$ cat config.mk
export PLATFORM = sky130hd
export DESIGN_NAME = cpc_top
export DESIGN_NICKNAME = d
export VERILOG_FILES = /design/src/rtl/cpc_pkg.sv /design/src/rtl/cpc_top.sv
export VERILOG_INCLUDE_DIRS = /design/src /design/src/rtl
export SDC_FILE = /design/constraint.sdc
export NUM_CORES = 1
export LEC_CHECK = 0
export BUFFER_PORTS_ARGS = -buffer_cell sky130_fd_sc_hd__buf_2
export CORE_AREA = 2 2 89 82
export CTS_CLUSTER_SIZE = 20
export DETAILED_ROUTE_END_ITERATION = 7
export DIE_AREA = 0 0 91 84
export PLACE_DENSITY_LB_ADDON = 0.12
export SLEW_MARGIN = 20
export SYNTH_ARGS = -nofsm -noshare
export SYNTH_HDL_FRONTEND = slang
export SYNTH_SLANG_ARGS = --single-unit
$ cat constraint.sdc
create_clock -name clk -period 5.04 [get_ports clk]
set_input_delay 0.504 -clock clk [delete_from_list [all_inputs] [get_ports clk]]
set_output_delay 0.504 -clock clk [all_outputs]
set_load 0.01 [all_outputs]
$ cat src/rtl/cpc_params.svh
// Register indices, field positions, reset values and timing counts of the clock path block
`ifndef CPC_PARAMS_SVH
`define CPC_PARAMS_SVH

// Register indices; byte address is four times the index
`define CPC_IDX_LOOP_POWER_POLARITY_CTRL 10'h010
`define CPC_IDX_ANTIBACKLASH_CTRL 10'h017
`define CPC_IDX_OSCILLATOR_CALIBRATION_CTRL 10'h018
`define CPC_IDX_POST_DIVIDER_RATIO 10'h1e0
`define CPC_IDX_DISTRIBUTION_SOURCE_SELECT 10'h1e1
`define CPC_IDX_SETTINGS_UPDATE 10'h232
`define CPC_IDX_STATUS 10'h233

// Field positions
`define CPC_POS_LOOP_POWER 0
`define CPC_POS_POLARITY 7
`define CPC_POS_ANTIBACKLASH 0
`define CPC_POS_CAL_START 0
`define CPC_POS_POST_DIV 0
`define CPC_POS_BYPASS 0
`define CPC_POS_SRC_INT 1
`define CPC_POS_UPDATE 0

// Field values
`define CPC_LOOP_NORMAL 2'h0
`define CPC_LOOP_ASYNC_PD 2'h1
`define CPC_POST_DIV_BASE 3'h2
`define CPC_POST_DIV_MAX_CODE 3'h4

// Reset values
`define CPC_RST_LOOP_POWER 2'h1
`define CPC_RST_POLARITY 1'h0
`define CPC_RST_ANTIBACKLASH 2'h0
`define CPC_RST_CAL_START 1'h0
`define CPC_RST_POST_DIV 3'h2
`define CPC_RST_BYPASS 1'h0
`define CPC_RST_SRC_INT 1'h0

// Calibration run length in control clock cycles
`define CPC_CAL_CYCLES 16'h03e8

`endif

$ cat src/rtl/cpc_pkg.sv
// Types shared by the clock path configuration block
package cpc_pkg;

  typedef struct packed {
    logic [1:0] loop_power;
    logic polarity;
    logic [1:0] antibacklash;
    logic cal_start;
    logic [2:0] post_div;
    logic bypass;
    logic src_int;
  } cpc_cfg_type;

  typedef enum logic [2:0] {
    CPC_PFD_IDLE = 3'h1,
    CPC_PFD_ACTIVE = 3'h2,
    CPC_PFD_RESET = 3'h4
  } cpc_pfd_type;

  typedef struct packed {
    logic up;
    logic down;
  } cpc_pump_type;

endpackage : cpc_pkg

$ cat src/rtl/cpc_top.sv
// Clock path and loop configuration block with APB register access
`timescale 1ns/1ps
`default_nettype none
`include "cpc_params.svh"

module cpc_top #(
  parameter logic [15:0] CAL_CYCLES = `CPC_CAL_CYCLES
) (
  input wire logic clk,
  input wire logic arst_n,
  input wire logic psel,
  input wire logic penable,
  input wire logic pwrite,
  input wire logic [11:0] paddr,
  input wire logic [31:0] pwdata,
  output logic pready,
  output logic [31:0] prdata,
  output logic pslverr,
  input wire logic ref_div_in,
  input wire logic fb_div_in,
  output logic pump_up,
  output logic pump_down,
  output logic loop_power_down,
  output logic source_internal,
  output logic divider_bypass,
  output logic [2:0] post_div_ratio,
  output logic cal_busy,
  output logic cal_done
);

  typedef struct packed {
    cpc_pkg::cpc_cfg_type staged;
    cpc_pkg::cpc_cfg_type active;
    logic upd_pend;
    logic cal_armed;
    logic cal_busy;
    logic cal_done;
    logic [15:0] cal_cnt;
    logic [2:0] ref_sync;
    logic [2:0] fb_sync;
    logic ref_lvl;
    logic fb_lvl;
    cpc_pkg::cpc_pfd_type phase_detector;
    cpc_pkg::cpc_pump_type pump;
    cpc_pkg::cpc_pump_type pump_out;
    logic [2:0] abl_cnt;
    logic pready;
    logic [31:0] prdata;
    logic pslverr;
    logic loop_pd;
    logic src_int;
    logic bypass;
    logic [2:0] ratio;
  } cpc_state_type;

  localparam cpc_pkg::cpc_cfg_type CFG_RESET = '{
    loop_power: `CPC_RST_LOOP_POWER,
    polarity: `CPC_RST_POLARITY,
    antibacklash: `CPC_RST_ANTIBACKLASH,
    cal_start: `CPC_RST_CAL_START,
    post_div: `CPC_RST_POST_DIV,
    bypass: `CPC_RST_BYPASS,
    src_int: `CPC_RST_SRC_INT
  };

  cpc_state_type state;
  cpc_state_type next_state;

  function automatic logic is_mapped(input logic [9:0] idx);
    case (idx)
      `CPC_IDX_LOOP_POWER_POLARITY_CTRL,
      `CPC_IDX_ANTIBACKLASH_CTRL,
      `CPC_IDX_OSCILLATOR_CALIBRATION_CTRL,
      `CPC_IDX_POST_DIVIDER_RATIO,
      `CPC_IDX_DISTRIBUTION_SOURCE_SELECT,
      `CPC_IDX_SETTINGS_UPDATE,
      `CPC_IDX_STATUS: is_mapped = 1'b1;
      default: is_mapped = 1'b0;
    endcase
  endfunction : is_mapped

  // Byte image of a configuration register, used for staged readback
  function automatic logic [7:0] cfg_byte(input cpc_pkg::cpc_cfg_type c, input logic [9:0] idx);
    logic [7:0] b;
    b = 8'h00;
    case (idx)
      `CPC_IDX_LOOP_POWER_POLARITY_CTRL: begin
        b[`CPC_POS_LOOP_POWER +: 2] = c.loop_power;
        b[`CPC_POS_POLARITY] = c.polarity;
      end
      `CPC_IDX_ANTIBACKLASH_CTRL: b[`CPC_POS_ANTIBACKLASH +: 2] = c.antibacklash;
      `CPC_IDX_OSCILLATOR_CALIBRATION_CTRL: b[`CPC_POS_CAL_START] = c.cal_start;
      `CPC_IDX_POST_DIVIDER_RATIO: b[`CPC_POS_POST_DIV +: 3] = c.post_div;
      `CPC_IDX_DISTRIBUTION_SOURCE_SELECT: begin
        b[`CPC_POS_BYPASS] = c.bypass;
        b[`CPC_POS_SRC_INT] = c.src_int;
      end
      default: b = 8'h00;
    endcase
    cfg_byte = b;
  endfunction : cfg_byte

  // Codes above the largest ratio are held at divide-by-six rather than left undefined
  function automatic logic [2:0] ratio_of(input logic [2:0] code);
    logic [2:0] c;
    c = (code > `CPC_POST_DIV_MAX_CODE) ? `CPC_POST_DIV_MAX_CODE : code;
    ratio_of = 3'(c + `CPC_POST_DIV_BASE);
  endfunction : ratio_of

  logic [9:0] idx;
  logic access;
  logic wr_take;
  logic transfer;
  logic ref_rise;
  logic fb_rise;
  logic loop_on;

  assign idx = paddr[11:2];
  assign access = psel & penable;
  assign wr_take = access & state.pready & pwrite & ~state.pslverr;
  assign transfer = state.upd_pend;
  assign ref_rise = state.ref_sync[2] & state.ref_sync[1] & ~state.ref_lvl;
  assign fb_rise = state.fb_sync[2] & state.fb_sync[1] & ~state.fb_lvl;
  assign loop_on = (state.active.loop_power == `CPC_LOOP_NORMAL);

  always_comb begin
    next_state = state;

    // APB: one wait state, answer in second access cycle
    next_state.pready = access & ~state.pready;
    next_state.pslverr = access & ~state.pready & ~is_mapped(idx);
    next_state.prdata = 32'h0000_0000;
    if (access & ~state.pready & ~pwrite) begin
      case (idx)
        `CPC_IDX_SETTINGS_UPDATE:
          next_state.prdata[`CPC_POS_UPDATE] = state.upd_pend;
        `CPC_IDX_STATUS:
          next_state.prdata[7:0] = {3'h0, loop_on, state.cal_armed, state.cal_done,
                                    state.cal_busy, state.active.src_int};
        default: next_state.prdata[7:0] = cfg_byte(state.staged, idx);
      endcase
    end

    // Writes land in the staged copy only
    if (wr_take) begin
      case (idx)
        `CPC_IDX_LOOP_POWER_POLARITY_CTRL: begin
          next_state.staged.loop_power = pwdata[`CPC_POS_LOOP_POWER +: 2];
          next_state.staged.polarity = pwdata[`CPC_POS_POLARITY];
        end
        `CPC_IDX_ANTIBACKLASH_CTRL:
          next_state.staged.antibacklash = pwdata[`CPC_POS_ANTIBACKLASH +: 2];
        `CPC_IDX_OSCILLATOR_CALIBRATION_CTRL:
          next_state.staged.cal_start = pwdata[`CPC_POS_CAL_START];
        `CPC_IDX_POST_DIVIDER_RATIO:
          next_state.staged.post_div = pwdata[`CPC_POS_POST_DIV +: 3];
        `CPC_IDX_DISTRIBUTION_SOURCE_SELECT: begin
          next_state.staged.bypass = pwdata[`CPC_POS_BYPASS];
          next_state.staged.src_int = pwdata[`CPC_POS_SRC_INT];
        end
        default: begin
        end
      endcase
    end

    // Pending update clears after its transfer; a new write of 1 wins over the clear
    if (transfer) begin
      next_state.upd_pend = 1'b0;
      next_state.active = state.staged;
    end
    if (wr_take && idx == `CPC_IDX_SETTINGS_UPDATE && pwdata[`CPC_POS_UPDATE]) begin
      next_state.upd_pend = 1'b1;
    end

    // Calibration: one run per arm; a transfer with the bit low re-arms
    if (state.cal_busy) begin
      if (state.cal_cnt == 16'h0000) begin
        next_state.cal_busy = 1'b0;
        next_state.cal_done = 1'b1;
      end else begin
        next_state.cal_cnt = state.cal_cnt - 16'h0001;
      end
    end
    if (transfer) begin
      if (!state.staged.cal_start) begin
        next_state.cal_armed = 1'b1;
      end else if (state.cal_armed && state.staged.src_int && !state.cal_busy) begin
        next_state.cal_armed = 1'b0;
        next_state.cal_busy = 1'b1;
        next_state.cal_done = 1'b0;
        next_state.cal_cnt = CAL_CYCLES - 16'h0001;
      end
    end

    // Three-stage input synchronisers
    next_state.ref_sync = {state.ref_sync[1:0], ref_div_in};
    next_state.fb_sync = {state.fb_sync[1:0], fb_div_in};
    // A new level counts only once the last two stages agree, so a settling bit fakes no edge
    if (state.ref_sync[2] == state.ref_sync[1]) begin
      next_state.ref_lvl = state.ref_sync[2];
    end
    if (state.fb_sync[2] == state.fb_sync[1]) begin
      next_state.fb_lvl = state.fb_sync[2];
    end

    // Phase-frequency detector with antibacklash reset window
    case (state.phase_detector)
      cpc_pkg::CPC_PFD_IDLE,
      cpc_pkg::CPC_PFD_ACTIVE: begin
        if (ref_rise) begin
          next_state.pump.up = 1'b1;
        end
        if (fb_rise) begin
          next_state.pump.down = 1'b1;
        end
        if (next_state.pump.up && next_state.pump.down) begin
          next_state.phase_detector = cpc_pkg::CPC_PFD_RESET;
          next_state.abl_cnt = {1'b0, state.active.antibacklash};
        end else if (next_state.pump.up || next_state.pump.down) begin
          next_state.phase_detector = cpc_pkg::CPC_PFD_ACTIVE;
        end else begin
          next_state.phase_detector = cpc_pkg::CPC_PFD_IDLE;
        end
      end
      cpc_pkg::CPC_PFD_RESET: begin
        // Both pumps held on for antibacklash+1 cycles so small errors never fall dead
        if (state.abl_cnt == 3'h0) begin
          next_state.pump = '{up: 1'b0, down: 1'b0};
          next_state.phase_detector = cpc_pkg::CPC_PFD_IDLE;
        end else begin
          next_state.abl_cnt = state.abl_cnt - 3'h1;
        end
      end
      default: begin
        next_state.phase_detector = cpc_pkg::CPC_PFD_IDLE;
        next_state.pump = '{up: 1'b0, down: 1'b0};
      end
    endcase
    if (!loop_on) begin
      next_state.phase_detector = cpc_pkg::CPC_PFD_IDLE;
      next_state.pump = '{up: 1'b0, down: 1'b0};
      next_state.abl_cnt = 3'h0;
    end

    // Registered path controls follow the active copy
    next_state.loop_pd = !loop_on;
    next_state.src_int = state.active.src_int;
    next_state.bypass = state.active.bypass;
    next_state.ratio = ratio_of(state.active.post_div);

    // Polarity swap is registered so the pump pins come straight from flops
    if (next_state.active.polarity) begin
      next_state.pump_out = '{up: next_state.pump.down, down: next_state.pump.up};
    end else begin
      next_state.pump_out = next_state.pump;
    end
  end

  always_ff @(posedge clk or negedge arst_n) begin
    if (!arst_n) begin
      state.staged <= CFG_RESET;
      state.active <= CFG_RESET;
      state.upd_pend <= 1'b0;
      state.cal_armed <= 1'b1;
      state.cal_busy <= 1'b0;
      state.cal_done <= 1'b0;
      state.cal_cnt <= 16'h0000;
      state.ref_sync <= 3'h0;
      state.fb_sync <= 3'h0;
      state.ref_lvl <= 1'b0;
      state.fb_lvl <= 1'b0;
      state.phase_detector <= cpc_pkg::CPC_PFD_IDLE;
      state.pump <= '{up: 1'b0, down: 1'b0};
      state.pump_out <= '{up: 1'b0, down: 1'b0};
      state.abl_cnt <= 3'h0;
      state.pready <= 1'b0;
      state.prdata <= 32'h0000_0000;
      state.pslverr <= 1'b0;
      state.loop_pd <= 1'b1;
      state.src_int <= 1'b0;
      state.bypass <= 1'b0;
      state.ratio <= 3'h4;
    end else begin
      state <= next_state;
    end
  end

  always_comb begin
    pready = state.pready;
    prdata = state.prdata;
    pslverr = state.pslverr;
    pump_up = state.pump_out.up;
    pump_down = state.pump_out.down;
    loop_power_down = state.loop_pd;
    source_internal = state.src_int;
    divider_bypass = state.bypass;
    post_div_ratio = state.ratio;
    cal_busy = state.cal_busy;
    cal_done = state.cal_done;
  end

endmodule : cpc_top
`default_nettype wire

==> results by group <==
Status
  – Outcome: completed

GRT
  – Antenna violations before repair: 0
  – First-pass GRT wire length: 11400 microns
  – Pin count of the biggest net entering global routing: 74
  – GRT Util Overall: 18.6%
  – Vias in the first global route: about 2.4k
  – Grt ovf: 0

Clock network
  – Clk buf depth: 2
  – Clock transition at path regs: 0.08 ns
  – Clk Latency, worst-skew pair: 0.34 ns
  – Root Buffer: clkbuf_8
  – Cts bufs inserted: 9
  – Clock H-tree levels: 3
  – Post-cts sizing count: 0
  – Hold buffer count at cts: 0
  – TritonCTS clock tree: yes
  – # Post-CTS Setup Buffers: 0
  – TritonCTS Sinks: 73

STA
  – Slew Viols, Final: 0
  – WHS: 0.262 ns
  – Setup Viol. Count Final: 0
  – RSZ-0062 raised after global routing: false
  – Slew @ Worst Pin: roughly 0.90 ns
  – Clock skew: 0.00914 ns
  – Final Cycle Share: 46.3%
  – Fmax: 428 MHz
  – Tmin final: ~2.3 ns
  – Slew headroom: between 30 and 40%
  – Final Hold Vio Count: 0
  – Final TNS setup: 0 ns

Worst setup path
  – Worst reg-to-reg setup slack: ~2.7 ns
  – Reg2reg end: pump_up$_DFF_PN0_
  – Worst setup EP type: flop
  – CP Launch Point: state[40]$_DFFE_PN0P_
  – Setup crit end: pump_up$_DFF_PN0_
  – CP max FO: 5
  – WS Path Type: reg2reg
  – Critical Path RT: 5.32 ns
  – Startpoint Class: flop
  – Reg2Reg Depth: 7
  – R2r startpoint: state[40]$_DFFE_PN0P_
  – Crit path DAT: 2.61 ns

Synthesis
  – Synthesized netlist cell count: 332
  – Syn Area/Cell: 10.9 sq um
  – Prevailing post-synth register cell: dfrtp_1
  – Mapped cell area: approximately 3600 sq um
  – Synth area leader: dfrtp_1
  – Synth Warn #: 0
  – Register area share after synthesis: around half
  – Post-synth top cells: dfrtp_1 (65), buf_4 (35), mux2_2 (24), nor2_1 (24), nand2_1 (23)
  – Ranking of synthesized cells by area: dfrtp_1 (45%), mux2_2 (7.5%), buf_4 (7.3%)
  – Yosys reg bits: 73
  – Most common cell in the netlist: dfrtp_1
  – Post-synth ARST share: 100%
  – Post-synth EDFFs: 0
  – Yosys top cell area share: 45.1%
  – Cell variety after synth: slightly below 50

Drt
  – Via count: 2468
  – Vias/cell: 5.33
  – ANT nets after route: 0
  – Drt wl/cell: roughly 14 microns
  – Post-Route WL: roughly 6600 microns
  – Initial drt markers: 66
  – DRC: 0
  – Drt first pass iters: 4

Finish
  – Utilization after layout: 57.8%
  – Share of layout cells above drive strength 1: 25.7%
  – Area growth syn-to-layout: 9.22%
  – NumNets Final: 424
  – Layout Cell Area excl Fill: 3940 sq um
  – Antenna cells: 0

Pwr
  – Worst vdd ir: roughly 150 uV
  – Pwr Density: 319 nW/um^2
  – Gate power share: 9.7%
  – Sequential Power Share: 50.0%
  – P_leak: 0.00193 uW
  – Cell-internal power: 936 uW
  – Psw: 323 uW
  – Switching Share: 25.7%
  – Clock Power Share: 40.4%

Floorplan
  – Die area: about 7600 sq um
  – Initial core utilization: a little over half
  – Num ports: 95
  – Core ar.: 6820 sq um
  – Num rows: 29
  – Width of the die: 91 microns
  – Overall die height: 84 microns

Hold path
  – Worst hold path depth: 1
  – Hold WC Path Type: in2reg

Flow run
  – MaxCap Viol Count: 0

Placed design
  – Placer Congestion: 0.801
  – HPWL after DPL: between 4000 and 5000 microns
  – Port bufs: 38
  – Placed cell areas: 3720 sq um
-- registers in the layout (all words and copies together) (netlist names), 3 cells and up --
| register | flops |
|---|---|
| state | 48 |
| post_div_ratio | 3 |
| prdata | 6 |
| next_state | 6 |
-- routing by layer --
metal / global-route usage (%) / vias up / part of all wire (%)
li1: - / 1178 / -
met4: 7.16 / 0 / 1.6
met3: 3.70 / 12 / 4.7
met5: 0 / - / 0
met2: 28.2 / 75 / 44
met1: 26.6 / 1203 / 49
-- cell usage in the layout (no fill, tap or decap), types with 4 or more instances in the layout --
| cell | count |
|---|---|
| dfrtp_1 | 65 |
| buf_2 | 38 |
| conb_1 | 26 |
| nor2_1 | 24 |
| mux2_2 | 24 |
| nand2_1 | 23 |
| inv_1 | 16 |
| nand3_1 | 11 |
| mux2i_1 | 11 |
| o21ai_0 | 11 |
| a21oi_1 | 9 |
| clkbuf_8 | 9 |
| ha_1 | 8 |
| dfstp_2 | 8 |
| nor3_1 | 7 |
| or3_1 | 7 |
| nand4_1 | 6 |
| nand4b_1 | 5 |
| and3_1 | 5 |
| nor4_1 | 5 |
| nor3b_1 | 4 |
-- critical path, cell delays in order (launching register included) --
cell      delay, ns
dfrtp_1        0.40
inv_1          0.06
ha_1           0.20
ha_1           0.20
nor4b_1        0.67
nand2_1        0.11
a211oi_1       0.40
mux2_2         0.24
-- worst min-delay path by stage --
stage / start / end
final: fb_div_in / next_state[53]$_DFF_PN0_
after global routing: fb_div_in / next_state[53]$_DFF_PN0_
after CTS: fb_div_in / next_state[53]$_DFF_PN0_
after detailed placement: next_state[56]$_DFF_PN0_ / next_state[57]$_DFF_PN0_
after global placement: next_state[56]$_DFF_PN0_ / next_state[57]$_DFF_PN0_
after floorplan: arst_n / cal_busy$_DFF_PN0_
-- logic make-up (layout without fill, tap and decap cells) --
logic type | Yosys count | count (layout) | share of synthesized area, %
xor gates and xnor gates | 1 | 1 | 0.243
other | 1 | 26 | 0.104
buffers and inverters | 59 | 72 | 9.98
adders and majority gates | 8 | 8 | 2.77
DFF | 73 | 73 | 50.9
and+or+nand+nor | 119 | 119 | 19.1
muxes | 36 | 36 | 10.8
AOI/OAI and AO/OA | 35 | 35 | 6.03
-- per-stage QoR --
step	total power [uW]	setup slack, ns	std cells
2_1_floorplan	729	2.81	357
3_3_place_gp	758	2.58	447
3_5_place_dp	761	2.57	447
4_1_cts	1270	2.66	463
5_1_grt	1320	2.42	463
6_report	1260	2.70	463
-- cell type report --
| class | instances | area, sq um |
|---|---|---|
| Sequential cell | 73 | 1840 |
| Inverter | 16 | 60.1 |
| Fill cell | 607 | 2880 |
| Tap cell | 93 | 116 |
| Clock inverter | 7 | 93.8 |
| Clock buffer | 9 | 124 |
| Timing Repair Buffer | 40 | 205 |
| Multi-Input combinational cell | 225 | 1510 |
-- power groups by stage --
stage	combinational, uW	clock, uW	sequential, uW
3_5_place_dp	122	0	639
4_1_cts	123	519	629
3_3_place_gp	120	0	638
5_1_grt	140	545	634
2_1_floorplan	90.4	0	639
6_report	122	508	629
(Power assumes the default switching activity.)
